--- src/verilog/sse_stack_regs.svh ---
// offsets, field positions, reset values of the sequence stack entries
`ifndef SSE_STACK_REGS_SVH
`define SSE_STACK_REGS_SVH
`define SSE_OFS_SLOT6 6'h26
`define SSE_OFS_SLOT7 6'h27
`define SSE_OFS_SLOT8 6'h28
`define SSE_OFS_SLOT9 6'h29
`define SSE_OFS_SLOT10 6'h2A
`define SSE_OFS_SLOT11 6'h2B
`define SSE_OFS_SLOT12 6'h2C
`define SSE_DIR_BIT 15
`define SSE_ADDR_HI 14
`define SSE_ADDR_LO 9
`define SSE_RET_BIT 8
`define SSE_CHB_HI 7
`define SSE_CHB_LO 4
`define SSE_CHA_HI 3
`define SSE_CHA_LO 0
`define SSE_RST_SLOT6 16'h4C66
`define SSE_RST_SLOT7 16'h4F77
`define SSE_RST_SLOT8 16'h5000
`define SSE_RST_SLOT9 16'h5200
`define SSE_RST_SLOT10 16'h5400
`define SSE_RST_SLOT11 16'h5600
`define SSE_RST_SLOT12 16'h5800
`endif

--- src/verilog/sse_pkg.sv ---
// types shared by the sequence stack bank
package sse_pkg;
    typedef enum logic [1:0] {
        SSE_IDLE = 2'b01,
        SSE_RUN = 2'b10
    } sse_state_type;
    typedef logic [15:0] sse_word_type;
    typedef logic [2:0] sse_index_type;
endpackage

--- src/verilog/sse_entry.sv ---
// one stack entry: direction bit, fixed address field, return flag, channel picks
`include "sse_stack_regs.svh"
module sse_entry
    import sse_pkg::*;
#(
    parameter logic [15:0] RESET_VAL = 16'h0000
) (
    input wire logic core_clk,
    input wire logic arst_n,
    input wire logic wrEn,
    input wire logic [15:0] wrData,
    output sse_word_type entryWord
);
    logic dirQ;
    logic retQ;
    logic [3:0] pickBQ;
    logic [3:0] pickAQ;

    always_ff @(posedge core_clk or negedge arst_n) begin
        if (!arst_n) begin
            dirQ <= RESET_VAL[`SSE_DIR_BIT];
            retQ <= RESET_VAL[`SSE_RET_BIT];
            pickBQ <= RESET_VAL[`SSE_CHB_HI:`SSE_CHB_LO];
            pickAQ <= RESET_VAL[`SSE_CHA_HI:`SSE_CHA_LO];
        end else if (wrEn) begin
            dirQ <= wrData[`SSE_DIR_BIT];
            retQ <= wrData[`SSE_RET_BIT];
            pickBQ <= wrData[`SSE_CHB_HI:`SSE_CHB_LO];
            pickAQ <= wrData[`SSE_CHA_HI:`SSE_CHA_LO];
        end
    end

    // address field is the entry's own address, never stored
    assign entryWord = {dirQ, RESET_VAL[`SSE_ADDR_HI:`SSE_ADDR_LO], retQ, pickBQ, pickAQ};
endmodule

--- src/verilog/sse_stepper.sv ---
// step pointer over the stack entries of this bank
module sse_stepper
    import sse_pkg::*;
#(
    parameter int DEPTH = 7
) (
    input wire logic core_clk,
    input wire logic arst_n,
    input wire logic enterBank,
    input wire logic convDone,
    input wire logic curReturn,
    output sse_index_type stepIndex,
    output logic bankActive,
    output logic wrapToFirst,
    output logic passOnward
);
    sse_state_type state_q;
    sse_index_type idx_q;
    logic wrap_q;
    logic pass_q;

    always_ff @(posedge core_clk or negedge arst_n) begin
        if (!arst_n) begin
            state_q <= SSE_IDLE;
            idx_q <= 3'h0;
            wrap_q <= 1'b0;
            pass_q <= 1'b0;
        end else begin
            wrap_q <= 1'b0;
            pass_q <= 1'b0;
            case (state_q)
                SSE_IDLE: begin
                    if (enterBank) begin
                        state_q <= SSE_RUN;
                        idx_q <= 3'h0;
                    end
                end
                SSE_RUN: begin
                    if (convDone && curReturn) begin
                        state_q <= SSE_IDLE;
                        idx_q <= 3'h0;
                        wrap_q <= 1'b1;
                    end else if (convDone && idx_q == 3'(DEPTH - 1)) begin
                        state_q <= SSE_IDLE;
                        idx_q <= 3'h0;
                        pass_q <= 1'b1;
                    end else if (convDone) begin
                        idx_q <= 3'(idx_q + 3'h1);
                    end
                end
                default: begin
                    state_q <= SSE_IDLE;
                end
            endcase
        end
    end

    assign stepIndex = idx_q;
    assign bankActive = (state_q == SSE_RUN);
    assign wrapToFirst = wrap_q;
    assign passOnward = pass_q;
endmodule

--- src/verilog/sse_stack_bank.sv ---
// sequence stack entries 0x26..0x2C with register port and step logic
`include "sse_stack_regs.svh"
module sse_stack_bank
    import sse_pkg::*;
#(
    parameter int DEPTH = 7
) (
    input wire logic core_clk,
    input wire logic arst_n,
    input wire logic [5:0] regAddr,
    input wire logic [15:0] regWdata,
    input wire logic regWr,
    input wire logic regRd,
    output logic [15:0] regRdata,
    input wire logic enterBank,
    input wire logic convDone,
    output logic [3:0] chanPickA,
    output logic [3:0] chanPickB,
    output logic [2:0] stepIndex,
    output logic bankActive,
    output logic wrapToFirst,
    output logic passOnward
);
    localparam logic [15:0] RESET_TAB [0:6] = '{
        `SSE_RST_SLOT6, `SSE_RST_SLOT7, `SSE_RST_SLOT8, `SSE_RST_SLOT9,
        `SSE_RST_SLOT10, `SSE_RST_SLOT11, `SSE_RST_SLOT12
    };

    sse_word_type entryQ [0:DEPTH-1];
    logic [DEPTH-1:0] wrHit;
    logic [15:0] rdata_q;
    logic [3:0] pickA_q;
    logic [3:0] pickB_q;
    sse_word_type curWord;
    sse_index_type idx;

    // entry slot for an address, or DEPTH when unmapped
    function automatic int slotOf(input logic [5:0] a);
        int s;
        s = DEPTH;
        if (a >= `SSE_OFS_SLOT6 && a <= `SSE_OFS_SLOT12) begin
            s = int'(a - `SSE_OFS_SLOT6);
        end
        return s;
    endfunction

    genvar g;
    generate
        for (g = 0; g < DEPTH; g++) begin : gen_entry
            // write taken only when the address field names this entry
            assign wrHit[g] = regWr && slotOf(regAddr) == g
                && regWdata[`SSE_ADDR_HI:`SSE_ADDR_LO] == regAddr;
            sse_entry #(
                .RESET_VAL(RESET_TAB[g])
            ) u_entry (
                .core_clk(core_clk),
                .arst_n(arst_n),
                .wrEn(wrHit[g]),
                .wrData(regWdata),
                .entryWord(entryQ[g])
            );
        end
    endgenerate

    // read data one cycle after the strobe, zero for unmapped
    always_ff @(posedge core_clk or negedge arst_n) begin
        if (!arst_n) begin
            rdata_q <= 16'h0000;
        end else if (regRd) begin
            if (slotOf(regAddr) < DEPTH) begin
                rdata_q <= entryQ[slotOf(regAddr)];
            end else begin
                rdata_q <= 16'h0000;
            end
        end
    end
    assign regRdata = rdata_q;

    sse_stepper #(
        .DEPTH(DEPTH)
    ) u_stepper (
        .core_clk(core_clk),
        .arst_n(arst_n),
        .enterBank(enterBank),
        .convDone(convDone),
        .curReturn(curWord[`SSE_RET_BIT]),
        .stepIndex(idx),
        .bankActive(bankActive),
        .wrapToFirst(wrapToFirst),
        .passOnward(passOnward)
    );
    assign stepIndex = idx;

    always_comb begin
        curWord = 16'h0000;
        if (int'(idx) < DEPTH) begin
            curWord = entryQ[idx];
        end
    end

    // channel picks follow the current entry while bankActive, and hold their value while idle
    always_ff @(posedge core_clk or negedge arst_n) begin
        if (!arst_n) begin
            pickA_q <= 4'h0;
            pickB_q <= 4'h0;
        end else if (bankActive) begin
            pickA_q <= curWord[`SSE_CHA_HI:`SSE_CHA_LO];
            pickB_q <= curWord[`SSE_CHB_HI:`SSE_CHB_LO];
        end
    end
    assign chanPickA = pickA_q;
    assign chanPickB = pickB_q;

    // helper: high only in the first cycle after reset release
    logic firstQ;
    always_ff @(posedge core_clk or negedge arst_n) begin
        if (!arst_n) begin
            firstQ <= 1'b1;
        end else begin
            firstQ <= 1'b0;
        end
    end

    // helper: slot addressed by the bus, as int
    int busSlot;
    assign busSlot = slotOf(regAddr);

    a_dir_stored: assert property (
        @(posedge core_clk) disable iff (!arst_n)
        regWr && busSlot < DEPTH && regWdata[14:9] == regAddr
        |=> entryQ[$past(busSlot)][15] == $past(regWdata[15])
    ) else $error("direction bit not stored");

    a_addr_fixed: assert property (
        @(posedge core_clk) disable iff (!arst_n)
        regRd && busSlot < DEPTH
        |=> regRdata[14:9] == $past(regAddr)
    ) else $error("address field does not match entry");

    a_step_next: assert property (
        @(posedge core_clk) disable iff (!arst_n)
        bankActive && convDone && !curWord[8] && idx < 3'(DEPTH - 1)
        |=> bankActive && stepIndex == $past(stepIndex) + 3'h1
    ) else $error("no advance to next entry");

    a_step_wrap: assert property (
        @(posedge core_clk) disable iff (!arst_n)
        bankActive && convDone && curWord[8]
        |=> wrapToFirst && stepIndex == 3'h0 ##1 !wrapToFirst
    ) else $error("no return to first entry");

    a_pick_b: assert property (
        @(posedge core_clk) disable iff (!arst_n)
        bankActive |=> chanPickB == $past(curWord[7:4])
    ) else $error("converter B pick wrong");

    a_pick_a: assert property (
        @(posedge core_clk) disable iff (!arst_n)
        bankActive |=> chanPickA == $past(curWord[3:0])
    ) else $error("converter A pick wrong");

    a_reset_slot6: assert property (
        @(posedge core_clk) disable iff (!arst_n)
        firstQ |-> entryQ[0] == 16'h4C66
    ) else $error("entry 0x26 reset value wrong");

    a_reset_slot7: assert property (
        @(posedge core_clk) disable iff (!arst_n)
        firstQ |-> entryQ[1] == 16'h4F77 && entryQ[1][8]
    ) else $error("entry 0x27 reset value wrong");

    a_reset_upper: assert property (
        @(posedge core_clk) disable iff (!arst_n)
        firstQ |-> entryQ[2][8:0] == 9'h000 && entryQ[6] == 16'h5800
            && entryQ[4][15:9] == 7'h2A
    ) else $error("upper entry reset value wrong");

    a_pass_last: assert property (
        @(posedge core_clk) disable iff (!arst_n)
        bankActive && convDone && !curWord[8] && idx == 3'(DEPTH - 1)
        |=> passOnward && !bankActive
    ) else $error("last entry does not pass onward");

    a_rd_data: assert property (
        @(posedge core_clk) disable iff (!arst_n)
        regRd && busSlot >= DEPTH |=> regRdata == 16'h0000
    ) else $error("unmapped read not zero");

    a_wr_refused: assert property (
        @(posedge core_clk) disable iff (!arst_n)
        regWr && busSlot < DEPTH && regWdata[14:9] != regAddr
        |=> entryQ[$past(busSlot)] == $past(entryQ[busSlot])
    ) else $error("mismatched address field was stored");

    a_unmapped_wr: assert property (
        @(posedge core_clk) disable iff (!arst_n)
        regWr && busSlot >= DEPTH && !$isunknown(regAddr)
        |=> $stable(entryQ[0]) && $stable(entryQ[6])
    ) else $error("unmapped write changed an entry");

    a_ret_stored: assert property (
        @(posedge core_clk) disable iff (!arst_n)
        regWr && busSlot < DEPTH && regWdata[14:9] == regAddr
        |=> entryQ[$past(busSlot)][8] == $past(regWdata[8])
    ) else $error("return flag not stored");

    a_chb_stored: assert property (
        @(posedge core_clk) disable iff (!arst_n)
        regWr && busSlot < DEPTH && regWdata[14:9] == regAddr
        |=> entryQ[$past(busSlot)][7:4] == $past(regWdata[7:4])
    ) else $error("converter B pick not stored");

    a_cha_stored: assert property (
        @(posedge core_clk) disable iff (!arst_n)
        regWr && busSlot < DEPTH && regWdata[14:9] == regAddr
        |=> entryQ[$past(busSlot)][3:0] == $past(regWdata[3:0])
    ) else $error("converter A pick not stored");

    a_rd_mapped: assert property (
        @(posedge core_clk) disable iff (!arst_n)
        regRd && busSlot < DEPTH
        |=> regRdata == $past(entryQ[busSlot])
    ) else $error("read data does not match entry");

    a_rd_hold: assert property (
        @(posedge core_clk) disable iff (!arst_n)
        !regRd |=> $stable(regRdata)
    ) else $error("read data moved without a read");

    a_rd_reset: assert property (
        @(posedge core_clk) disable iff (!arst_n)
        firstQ |-> regRdata == 16'h0000
    ) else $error("read data not zero after reset");

    a_idle_hold: assert property (
        @(posedge core_clk) disable iff (!arst_n)
        !bankActive && !enterBank |=> !bankActive
    ) else $error("bank left idle without entry");

    a_idle_done: assert property (
        @(posedge core_clk) disable iff (!arst_n)
        !bankActive && convDone && !enterBank
        |=> !bankActive && !wrapToFirst && !passOnward
    ) else $error("conversion end acted on while idle");

    a_enter_first: assert property (
        @(posedge core_clk) disable iff (!arst_n)
        !bankActive && enterBank |=> bankActive && stepIndex == 3'h0
    ) else $error("entry does not start at first slot");

    a_enter_busy: assert property (
        @(posedge core_clk) disable iff (!arst_n)
        bankActive && enterBank && !convDone
        |=> bankActive && $stable(stepIndex)
    ) else $error("entry pulse disturbed a running bank");

    a_step_hold: assert property (
        @(posedge core_clk) disable iff (!arst_n)
        bankActive && !convDone |=> bankActive && $stable(stepIndex)
    ) else $error("step moved without conversion end");

    a_idx_range: assert property (
        @(posedge core_clk) disable iff (!arst_n)
        stepIndex <= 3'(DEPTH - 1)
    ) else $error("step index beyond last entry");

    a_wrap_once: assert property (
        @(posedge core_clk) disable iff (!arst_n)
        wrapToFirst |=> !wrapToFirst
    ) else $error("wrap pulse longer than one cycle");

    a_pass_once: assert property (
        @(posedge core_clk) disable iff (!arst_n)
        passOnward |=> !passOnward
    ) else $error("pass pulse longer than one cycle");

    a_wrap_pass_excl: assert property (
        @(posedge core_clk) disable iff (!arst_n)
        !(wrapToFirst && passOnward)
    ) else $error("wrap and pass at once");

    a_wrap_state: assert property (
        @(posedge core_clk) disable iff (!arst_n)
        wrapToFirst |-> !bankActive && stepIndex == 3'h0
    ) else $error("wrap pulse without return to first slot");

    a_picks_idle: assert property (
        @(posedge core_clk) disable iff (!arst_n)
        !bankActive |=> $stable(chanPickA) && $stable(chanPickB)
    ) else $error("channel picks moved while idle");

    a_slot6_addr: assert property (
        @(posedge core_clk) disable iff (!arst_n)
        entryQ[0][14:9] == 6'h26
    ) else $error("entry 0x26 address field wrong");

    a_slot7_addr: assert property (
        @(posedge core_clk) disable iff (!arst_n)
        entryQ[1][14:9] == 6'h27
    ) else $error("entry 0x27 address field wrong");

    a_reset_mid: assert property (
        @(posedge core_clk) disable iff (!arst_n)
        firstQ |-> entryQ[3] == 16'h5200 && entryQ[5] == 16'h5600
    ) else $error("middle entry reset value wrong");

    // every slot keeps its own address field
    generate
        for (g = 0; g < DEPTH; g++) begin : gen_addr_chk
            a_addr_const: assert property (
                @(posedge core_clk) disable iff (!arst_n)
                entryQ[g][14:9] == RESET_TAB[g][14:9]
            ) else $error("address field drifted");
        end
    endgenerate
endmodule

--- config.mk ---
export PLATFORM = sky130hd
export DESIGN_NAME = sse_stack_bank
export DESIGN_NICKNAME = d
export VERILOG_FILES = /design/src/verilog/sse_pkg.sv /design/src/verilog/sse_entry.sv /design/src/verilog/sse_stepper.sv /design/src/verilog/sse_stack_bank.sv
export VERILOG_INCLUDE_DIRS = /design/src /design/src/verilog
export SDC_FILE = /design/constraint.sdc
export NUM_CORES = 1
export LEC_CHECK = 0
export BUFFER_PORTS_ARGS = -buffer_cell sky130_fd_sc_hd__buf_2
export CAP_MARGIN = 20
export CELL_PAD_IN_SITES_DETAIL_PLACEMENT = 0
export CELL_PAD_IN_SITES_GLOBAL_PLACEMENT = 1
export CORE_UTILIZATION = 47
export DETAILED_ROUTE_END_ITERATION = 12
export GPL_TIMING_DRIVEN = 0
export PLACE_DENSITY_LB_ADDON = 0.1
export SYNTH_ARGS = -nofsm -noshare
export SYNTH_HDL_FRONTEND = slang
export SYNTH_SLANG_ARGS = --single-unit
--- constraint.sdc ---
create_clock -name core_clk -period 2.68 [get_ports core_clk]
set_input_delay 0.402 -clock core_clk [delete_from_list [all_inputs] [get_ports core_clk]]
set_output_delay 0.402 -clock core_clk [all_outputs]
set_load 0.005 [all_outputs]
==> run_summary.xml, run 1 <==
<?xml version="1.0" encoding="UTF-8"?>
<metrics>
  <group name="clock_network">
    <metric name="cts.htree.levels" unit="">3</metric>
    <metric name="worstSkewPairLatency" unit="ns">0.36</metric>
    <metric name="tritoncts" unit="">built</metric>
    <metric name="cts_setup_buffers" unit="">0</metric>
    <metric name="holdBufCountCts" unit="">0</metric>
    <metric name="cts_buffer_depth" unit="">2</metric>
    <metric name="numClockSinks" unit="">100</metric>
    <metric name="worst_setup_hold_path_clk_slew" unit="ns">0.07</metric>
    <metric name="clock-root-buffer" unit="">sky130_fd_sc_hd__clkbuf_16</metric>
    <metric name="numCtsBuffers" unit="">9</metric>
  </group>
  <group name="grt">
    <metric name="grt_pass1_wl" unit="um">23200</metric>
    <metric name="grt-ovfl-total" unit="">0</metric>
    <metric name="grt.total_usage" unit="">0.268</metric>
    <metric name="grt_max_degree" unit="">69</metric>
    <metric name="first_global_vias" unit="">3942</metric>
    <metric name="number_of_antenna_violations_at_the_first_check_in_global_routing" unit="">0</metric>
  </group>
  <group name="synthesis">
    <metric name="post_synthesis_cell_area" unit="mm^2">0.00548</metric>
    <metric name="synthMostInstantiatedCell" unit="">sky130_fd_sc_hd__dfrtp_1</metric>
    <metric name="syn-num-nets" unit="">510</metric>
    <metric name="post_synth_inst_count" unit="">477</metric>
    <metric name="ys_warn_count" unit="">0</metric>
    <metric name="average_instance_area_after_synthesis" unit="um^2">11.5</metric>
    <metric name="synth_area_leader_cell" unit="">sky130_fd_sc_hd__dfrtp_1</metric>
    <metric name="share_of_the_yosys_chip_area_belonging_to_registers" unit="">0.460</metric>
    <metric name="synthDominantCellAreaShare" unit="">0.402</metric>
    <metric name="netlist-cell-type-count" unit="">68</metric>
    <metric name="yosys_most_used_dff" unit="">sky130_fd_sc_hd__dfrtp_1</metric>
    <metric name="synth_commonest_cells" unit="">88 x sky130_fd_sc_hd__dfrtp_1, 52 x sky130_fd_sc_hd__mux2_2, 36 x sky130_fd_sc_hd__inv_1, 27 x sky130_fd_sc_hd__nand2_1, 22 x sky130_fd_sc_hd__nor2_1</metric>
    <metric name="synth_async_sr_flop_share" unit="">1.00</metric>
    <metric name="synth_area_leaders" unit="">sky130_fd_sc_hd__dfrtp_1 40%, sky130_fd_sc_hd__mux2_2 11%, sky130_fd_sc_hd__dfstp_2 5.8%</metric>
    <metric name="synth_edf_count" unit="">0</metric>
    <metric name="ys_ff_latch" unit="">100</metric>
  </group>
  <group name="place">
    <metric name="cell_area_reported_after_detailed_placement" unit="mm^2">0.00596</metric>
    <metric name="port_buffers" unit="">56</metric>
    <metric name="place.detailed.hpwl" unit="um">10100</metric>
    <metric name="dp.cells" unit="">677</metric>
    <metric name="gp_congestion" unit="">0.871</metric>
  </group>
  <group name="job">
    <metric name="maxCapViolations" unit="">0</metric>
  </group>
  <group name="detailed_routing">
    <metric name="route.detailed.vias_per_inst" unit="">5.93</metric>
    <metric name="routed-via-count" unit="">4107</metric>
    <metric name="drt_pre_antenna_iters" unit="">5</metric>
    <metric name="route.antenna.remaining_nets" unit="">0</metric>
    <metric name="number_of_drc_markers_after_the_initial_detailed_route_iteration" unit="">352</metric>
    <metric name="detail_route.wl_per_cell" unit="um">21.4</metric>
    <metric name="route.detailed.drc" unit="">0</metric>
    <metric name="drt-total-wl" unit="um">14800</metric>
  </group>
  <group name="sta">
    <metric name="hold_viol_final" unit="">2</metric>
    <metric name="setup_viol_count_final" unit="">0</metric>
    <metric name="fin_skew" unit="ns">0.00983</metric>
    <metric name="hold_slack" unit="ns">-0.00483</metric>
    <metric name="tightestPinTransition" unit="ns">0.734</metric>
    <metric name="rsz_0062_raised_after_global_routing" unit="">false</metric>
    <metric name="min_period" unit="ns">2.32</metric>
    <metric name="setup_tns" unit="ns">0</metric>
    <metric name="report.final.slew_viol_count" unit="">0</metric>
    <metric name="final_min_period_over_clock_period" unit="">0.867</metric>
    <metric name="relative_max_transition_margin" unit="">0.511</metric>
    <metric name="timing.fmax" unit="GHz">0.430</metric>
  </group>
  <group name="layout">
    <metric name="stdcell_count" unit="">692</metric>
    <metric name="antennaDiodeCount" unit="">0</metric>
    <metric name="stdcell_area" unit="mm^2">0.00626</metric>
    <metric name="nets" unit="">577</metric>
    <metric name="layout.filler_cells" unit="">1042</metric>
    <metric name="area_growth_syn_to_layout" unit="%">14.3</metric>
    <metric name="drive_gt1_frac" unit="">0.352</metric>
  </group>
  <group name="worst_hold_path">
    <metric name="hold_path_class" unit="">input pin to async pin</metric>
  </group>
  <group name="power">
    <metric name="netSwitchingPower" unit="W">0.000976</metric>
    <metric name="p_clk_frac" unit="">0.377</metric>
    <metric name="seqPwrFrac" unit="">0.455</metric>
    <metric name="irDropWorstVdd" unit="mV">0.474</metric>
    <metric name="power.density_cell_area" unit="mW/mm^2">562</metric>
    <metric name="power_switching_share" unit="">0.278</metric>
    <metric name="power.share.combinational" unit="">0.168</metric>
    <metric name="power.static_leakage" unit="nW">2.92</metric>
    <metric name="power.total" unit="W">0.00352</metric>
    <metric name="intPower" unit="W">0.00254</metric>
  </group>
  <group name="worst_setup_path">
    <metric name="critPathKind" unit="">input pin to flip-flop</metric>
    <metric name="crit_chain" unit="">buf_2, ha_1, xor2_2, nor4b_1, o211a_1, nand3_2, mux2_2</metric>
    <metric name="critPathArrivalTime" unit="ns">2.56</metric>
    <metric name="max_stage_delay" unit="ns">0.44</metric>
    <metric name="library_cell_contributing_the_largest_single_delay_on_the_critical_path" unit="">sky130_fd_sc_hd__nand3_2</metric>
    <metric name="required" unit="ns">2.92</metric>
    <metric name="timing.critical_path.from_type" unit="">input pin</metric>
    <metric name="crit_fanout" unit="">10</metric>
    <metric name="endpoint_kind" unit="">flip-flop</metric>
    <metric name="reg2reg_slack" unit="ns">0.42</metric>
  </group>
  <group name="die">
    <metric name="floorplan.die.height" unit="um">110</metric>
    <metric name="initial_core_util" unit="">0.482</metric>
    <metric name="coreArea" unit="mm^2">0.0114</metric>
    <metric name="die_wd" unit="um">110</metric>
    <metric name="ios" unit="">58</metric>
    <metric name="fp.dieArea" unit="mm^2">0.0121</metric>
    <metric name="cell_row_count" unit="">39</metric>
  </group>
  <group name="status">
    <metric name="failed_checks" unit="">negative hold slack</metric>
    <metric name="status" unit="">complete, but fails checks</metric>
  </group>
</metrics>
cell usage in the layout, fill, tap and decap left out, types with 9 or more instances in the layout:
| master | count |
|---|---|
| sky130_fd_sc_hd__a21oi_1 | 17 |
| sky130_fd_sc_hd__o21ai_0 | 18 |
| sky130_fd_sc_hd__dfrtp_1 | 88 |
| sky130_fd_sc_hd__clkbuf_16 | 9 |
| sky130_fd_sc_hd__clkbuf_1 | 15 |
| sky130_fd_sc_hd__mux4_2 | 9 |
| sky130_fd_sc_hd__inv_1 | 36 |
| sky130_fd_sc_hd__nand2_1 | 27 |
| sky130_fd_sc_hd__mux2_4 | 20 |
| sky130_fd_sc_hd__dfstp_2 | 12 |
| sky130_fd_sc_hd__mux2_2 | 52 |
| sky130_fd_sc_hd__mux2i_1 | 9 |
| sky130_fd_sc_hd__o211ai_1 | 20 |
| sky130_fd_sc_hd__nor2_1 | 22 |
| sky130_fd_sc_hd__buf_2 | 61 |
| sky130_fd_sc_hd__o22ai_1 | 9 |
logic make-up (layout without fill, tap and decap cells):
logic type / Yosys count / in the layout / share of synthesized area
other cells: 1 / 1 / 0.000685
mux: 93 / 93 / 0.221
simple gates: 89 / 89 / 0.0852
buf+inv: 71 / 143 / 0.0619
fa+ha+maj: 5 / 5 / 0.0114
compound gates: 111 / 111 / 0.147
xor+xnor: 7 / 7 / 0.0126
flops: 100 / 100 / 0.460
cell type report:
cell class	instances	area, um^2	area share
repair buffers	57	310	0.0496
multi-input cells	306	2620	0.419
inverters	36	135	0.0216
plain buffers	34	201	0.0322
clock inverters	4	48.8	0.00780
well taps	143	179	0.0286
clock buffers	12	246	0.0394
flip-flops and latches	100	2520	0.402
per-layer routing:
| layer | global-route usage | share of wire |
|---|---|---|
| met1 | 0.394 | 0.48 |
| met3 | 0.0563 | 0.059 |
| met5 | 0 | 0 |
| met2 | 0.398 | 0.44 |
| met4 | 0.0714 | 0.018 |
path summary, 6_finish.rpt:
path,startpoint,endpoint,depth (start not counted)
setup / recovery,regAddr[1],gen_entry[1].u_entry.dirQ$_DFFE_PN0P_,7
hold / removal,arst_n,u_stepper.state_q[1]$_DFFE_PN0P_,1
setup reg to reg,u_stepper.stepIndex[0]$_DFFE_PN0P_,u_stepper.stepIndex[1]$_DFFE_PN0P_,9
hold reg to reg,regRdata[14]$_DFFE_PN0P_,regRdata[14]$_DFFE_PN0P_,1
max in group asynchronous,arst_n,gen_entry[1].u_entry.pickBQ[0]$_DFFE_PN1P_,2
min in group core_clk,regRd,regRdata[12]$_DFFE_PN0P_,2
power groups by stage:
| stage | Combinational, W | Clock, W | Sequential [W] |
|---|---|---|---|
| after floorplan | 0.000363 | 0 | 0.00163 |
| after global placement | 0.000581 | 0 | 0.00163 |
| after detailed placement | 0.000600 | 0 | 0.00163 |
| after CTS | 0.000602 | 0.00134 | 0.00160 |
| after global routing | 0.000660 | 0.00141 | 0.00161 |
| final | 0.000592 | 0.00133 | 0.00160 |
worst max-delay path, delay by kind of cell:
| kind | cells | cell delay (ns) |
|---|---|---|
| muxes | 1 | 0.42 |
| adders and majority gates | 1 | 0.27 |
| and+or+nand+nor | 2 | 0.73 |
| AOI/OAI and AO/OA | 1 | 0.39 |
| xor gates and xnor gates | 1 | 0.24 |
| buffers and inverters | 1 | 0.11 |
per-stage QoR:
step           worst slack, ns   util
6_report                 0.355  0.550
5_1_grt                  0.200  0.550
4_1_cts                 0.0597  0.551
3_5_place_dp            0.0128  0.525
3_3_place_gp            0.0196  0.522
2_1_floorplan            0.562      -
flip-flops by register name (all words and copies together) (netlist names), 2 cells and up:
register	count
regRdata	15
gen_entry.u_entry.pickBQ	28
gen_entry.u_entry.pickAQ	28
gen_entry.u_entry.retQ	7
chanPickB	4
gen_entry.u_entry.dirQ	7
u_stepper.state_q	2
u_stepper.stepIndex	3
chanPickA	4
timing repair:
action / 4_1_cts / 5_1_grt
endpoints found under the hold margin: 0 / 0
resized for setup: 0 / 1
endpoints found under the setup margin: 0 / 5
Note: power is estimated with default switching activity, not from simulation.
==> inputs of run 2 (changes only) <==
GPL_TIMING_DRIVEN = not set   (was 0)
==> run_summary.xml, run 2 (synthesis gave the netlist of run 1 again) <==
<?xml version="1.0" encoding="UTF-8"?>
<metrics>
  <group name="status">
    <metric name="status" unit="">complete, but fails checks</metric>
    <metric name="failed_checks" unit="">negative hold slack</metric>
  </group>
  <group name="detailed_routing">
    <metric name="route.antenna.remaining_nets" unit="">0</metric>
    <metric name="route.detailed.drc" unit="">0</metric>
    <metric name="number_of_drc_markers_after_the_initial_detailed_route_iteration" unit="">288</metric>
    <metric name="routed-via-count" unit="">4078</metric>
    <metric name="route.detailed.vias_per_inst" unit="">5.89</metric>
    <metric name="drt_pre_antenna_iters" unit="">5</metric>
    <metric name="drt-total-wl" unit="um">14600</metric>
    <metric name="detail_route.wl_per_cell" unit="um">21.2</metric>
  </group>
  <group name="sta">
    <metric name="hold_slack" unit="ns">-0.00266</metric>
    <metric name="setup_viol_count_final" unit="">0</metric>
    <metric name="final_min_period_over_clock_period" unit="">0.861</metric>
    <metric name="report.final.slew_viol_count" unit="">0</metric>
    <metric name="rsz_0062_raised_after_global_routing" unit="">false</metric>
    <metric name="relative_max_transition_margin" unit="">0.452</metric>
    <metric name="setup_ws" unit="ns">0.374</metric>
    <metric name="min_period" unit="ns">2.31</metric>
    <metric name="tightestPinTransition" unit="ns">0.801</metric>
    <metric name="hold_viol_final" unit="">1</metric>
    <metric name="fin_skew" unit="ns">0.00783</metric>
    <metric name="timing.fmax" unit="GHz">0.434</metric>
    <metric name="setup_tns" unit="ns">0</metric>
  </group>
  <group name="layout">
    <metric name="final_cell_mix" unit="">88 x sky130_fd_sc_hd__dfrtp_1, 55 x sky130_fd_sc_hd__buf_2, 52 x sky130_fd_sc_hd__mux2_2, 36 x sky130_fd_sc_hd__inv_1, 35 x sky130_fd_sc_hd__buf_4</metric>
    <metric name="area_growth_syn_to_layout" unit="%">15.4</metric>
    <metric name="nets" unit="">577</metric>
    <metric name="utilization" unit="">0.556</metric>
    <metric name="mostFrequentLayoutCell" unit="">sky130_fd_sc_hd__dfrtp_1</metric>
    <metric name="antennaDiodeCount" unit="">0</metric>
    <metric name="drive_gt1_frac" unit="">0.386</metric>
  </group>
  <group name="clock_network">
    <metric name="clock-root-buffer" unit="">sky130_fd_sc_hd__clkbuf_16</metric>
    <metric name="holdBufCountCts" unit="">0</metric>
    <metric name="cts_buffer_depth" unit="">2</metric>
    <metric name="numCtsBuffers" unit="">9</metric>
    <metric name="cts.htree.levels" unit="">3</metric>
    <metric name="numClockSinks" unit="">100</metric>
    <metric name="worst_setup_hold_path_clk_slew" unit="ns">0.07</metric>
    <metric name="worstSkewPairLatency" unit="ns">0.35</metric>
    <metric name="cts_resized" unit="">0</metric>
    <metric name="cts_setup_buffers" unit="">0</metric>
    <metric name="tritoncts" unit="">built</metric>
  </group>
  <group name="worst_setup_path">
    <metric name="regToRegStartpoint" unit="">u_stepper.state_q[0]$_DFFE_PN1P_</metric>
    <metric name="timing.critical_path.from_type" unit="">input pin</metric>
    <metric name="reg2reg_slack" unit="ns">0.77</metric>
    <metric name="endpoint_kind" unit="">flip-flop</metric>
    <metric name="startpoint" unit="">regAddr[1]</metric>
    <metric name="required" unit="ns">2.97</metric>
    <metric name="reg2reg_depth" unit="">7</metric>
    <metric name="critPathKind" unit="">input pin to flip-flop</metric>
    <metric name="critPathArrivalTime" unit="ns">2.59</metric>
    <metric name="crit_fanout" unit="">13</metric>
  </group>
  <group name="die">
    <metric name="coreArea" unit="mm^2">0.0114</metric>
    <metric name="die_wd" unit="um">110</metric>
    <metric name="floorplan.die.height" unit="um">110</metric>
    <metric name="initial_core_util" unit="">0.482</metric>
    <metric name="cell_row_count" unit="">39</metric>
    <metric name="ios" unit="">58</metric>
    <metric name="fp.dieArea" unit="mm^2">0.0121</metric>
  </group>
  <group name="grt">
    <metric name="grt_pass1_wl" unit="um">23000</metric>
    <metric name="grt.total_usage" unit="">0.261</metric>
    <metric name="number_of_antenna_violations_at_the_first_check_in_global_routing" unit="">0</metric>
    <metric name="first_global_vias" unit="">4053</metric>
    <metric name="grt_max_degree" unit="">68</metric>
    <metric name="grt-ovfl-total" unit="">0</metric>
  </group>
  <group name="power">
    <metric name="netSwitchingPower" unit="W">0.00102</metric>
    <metric name="power.static_leakage" unit="nW">2.97</metric>
    <metric name="p_clk_frac" unit="">0.383</metric>
    <metric name="power.density_cell_area" unit="mW/mm^2">563</metric>
    <metric name="power.share.combinational" unit="">0.167</metric>
    <metric name="seqPwrFrac" unit="">0.449</metric>
    <metric name="intPower" unit="W">0.00254</metric>
    <metric name="power.total" unit="W">0.00356</metric>
    <metric name="irDropWorstVdd" unit="mV">0.385</metric>
    <metric name="power_switching_share" unit="">0.286</metric>
  </group>
  <group name="place">
    <metric name="port_buffers" unit="">56</metric>
    <metric name="place.detailed.hpwl" unit="um">10000</metric>
    <metric name="gp_congestion" unit="">0.861</metric>
    <metric name="dp_worst_setup_slack" unit="ns">0.0468</metric>
  </group>
  <group name="worst_hold_path">
    <metric name="hold_path_class" unit="">input pin to async pin</metric>
  </group>
  <group name="job">
    <metric name="maxCapViolations" unit="">0</metric>
  </group>
</metrics>
## run 2: metal layers
layer  track usage  part of all wire  routed length (um)  vias to the layer above
li1              -                 -                   -                     1876
met1         0.366              0.46                6740                     2037
met2         0.405              0.46                6790                      144
met3        0.0433             0.058                 844                       21
met4        0.0971             0.018                 263                        0
met5             0                 0                   0                        -
## run 2: path summary, 6_finish.rpt
kind,to
setup / recovery,regRdata[1]$_DFFE_PN0P_
hold / removal,u_stepper.stepIndex[1]$_DFFE_PN0P_
setup reg to reg,u_stepper.stepIndex[0]$_DFFE_PN0P_
hold reg to reg,regRdata[14]$_DFFE_PN0P_
max in group asynchronous,gen_entry[1].u_entry.pickBQ[0]$_DFFE_PN1P_
min in group core_clk,regRdata[12]$_DFFE_PN0P_
## run 2: area by class of cell
type	count	area [um^2]
Fill cell	997	5050
Multi-Input combinational cell	306	2620
Sequential cell	100	2520
Timing Repair Buffer	91	558
Clock buffer	9	225
Tap cell	143	179
Inverter	36	135
Clock inverter	7	83.8
## run 2: critical path, cell delays in order
cell and delay, ns:
sky130_fd_sc_hd__buf_2 0.11, sky130_fd_sc_hd__buf_4 0.19, sky130_fd_sc_hd__o211ai_1 0.29, sky130_fd_sc_hd__nand3_2 0.14, sky130_fd_sc_hd__a311o_1 0.45, sky130_fd_sc_hd__a2111oi_0 0.78, sky130_fd_sc_hd__a22o_1 0.22
## run 2: power by group through the flow
stage	Combinational, W	Clock, W	Sequential (W)
floorplan	0.000363	0	0.00163
global placement	0.000592	0	0.00163
detailed placement	0.000600	0	0.00163
CTS	0.000602	0.00139	0.00160
global route	0.000655	0.00145	0.00161
finish	0.000595	0.00136	0.00160
## run 2: stage by stage
| stage | instance area (um^2) | std cells |
|---|---|---|
| 2_1_floorplan | 5480 | 477 |
| 3_3_place_gp | 6010 | 676 |
| 3_5_place_dp | 6010 | 676 |
| 4_1_cts | 6320 | 692 |
| 5_1_grt | 6320 | 692 |
| 6_report | 6320 | 692 |
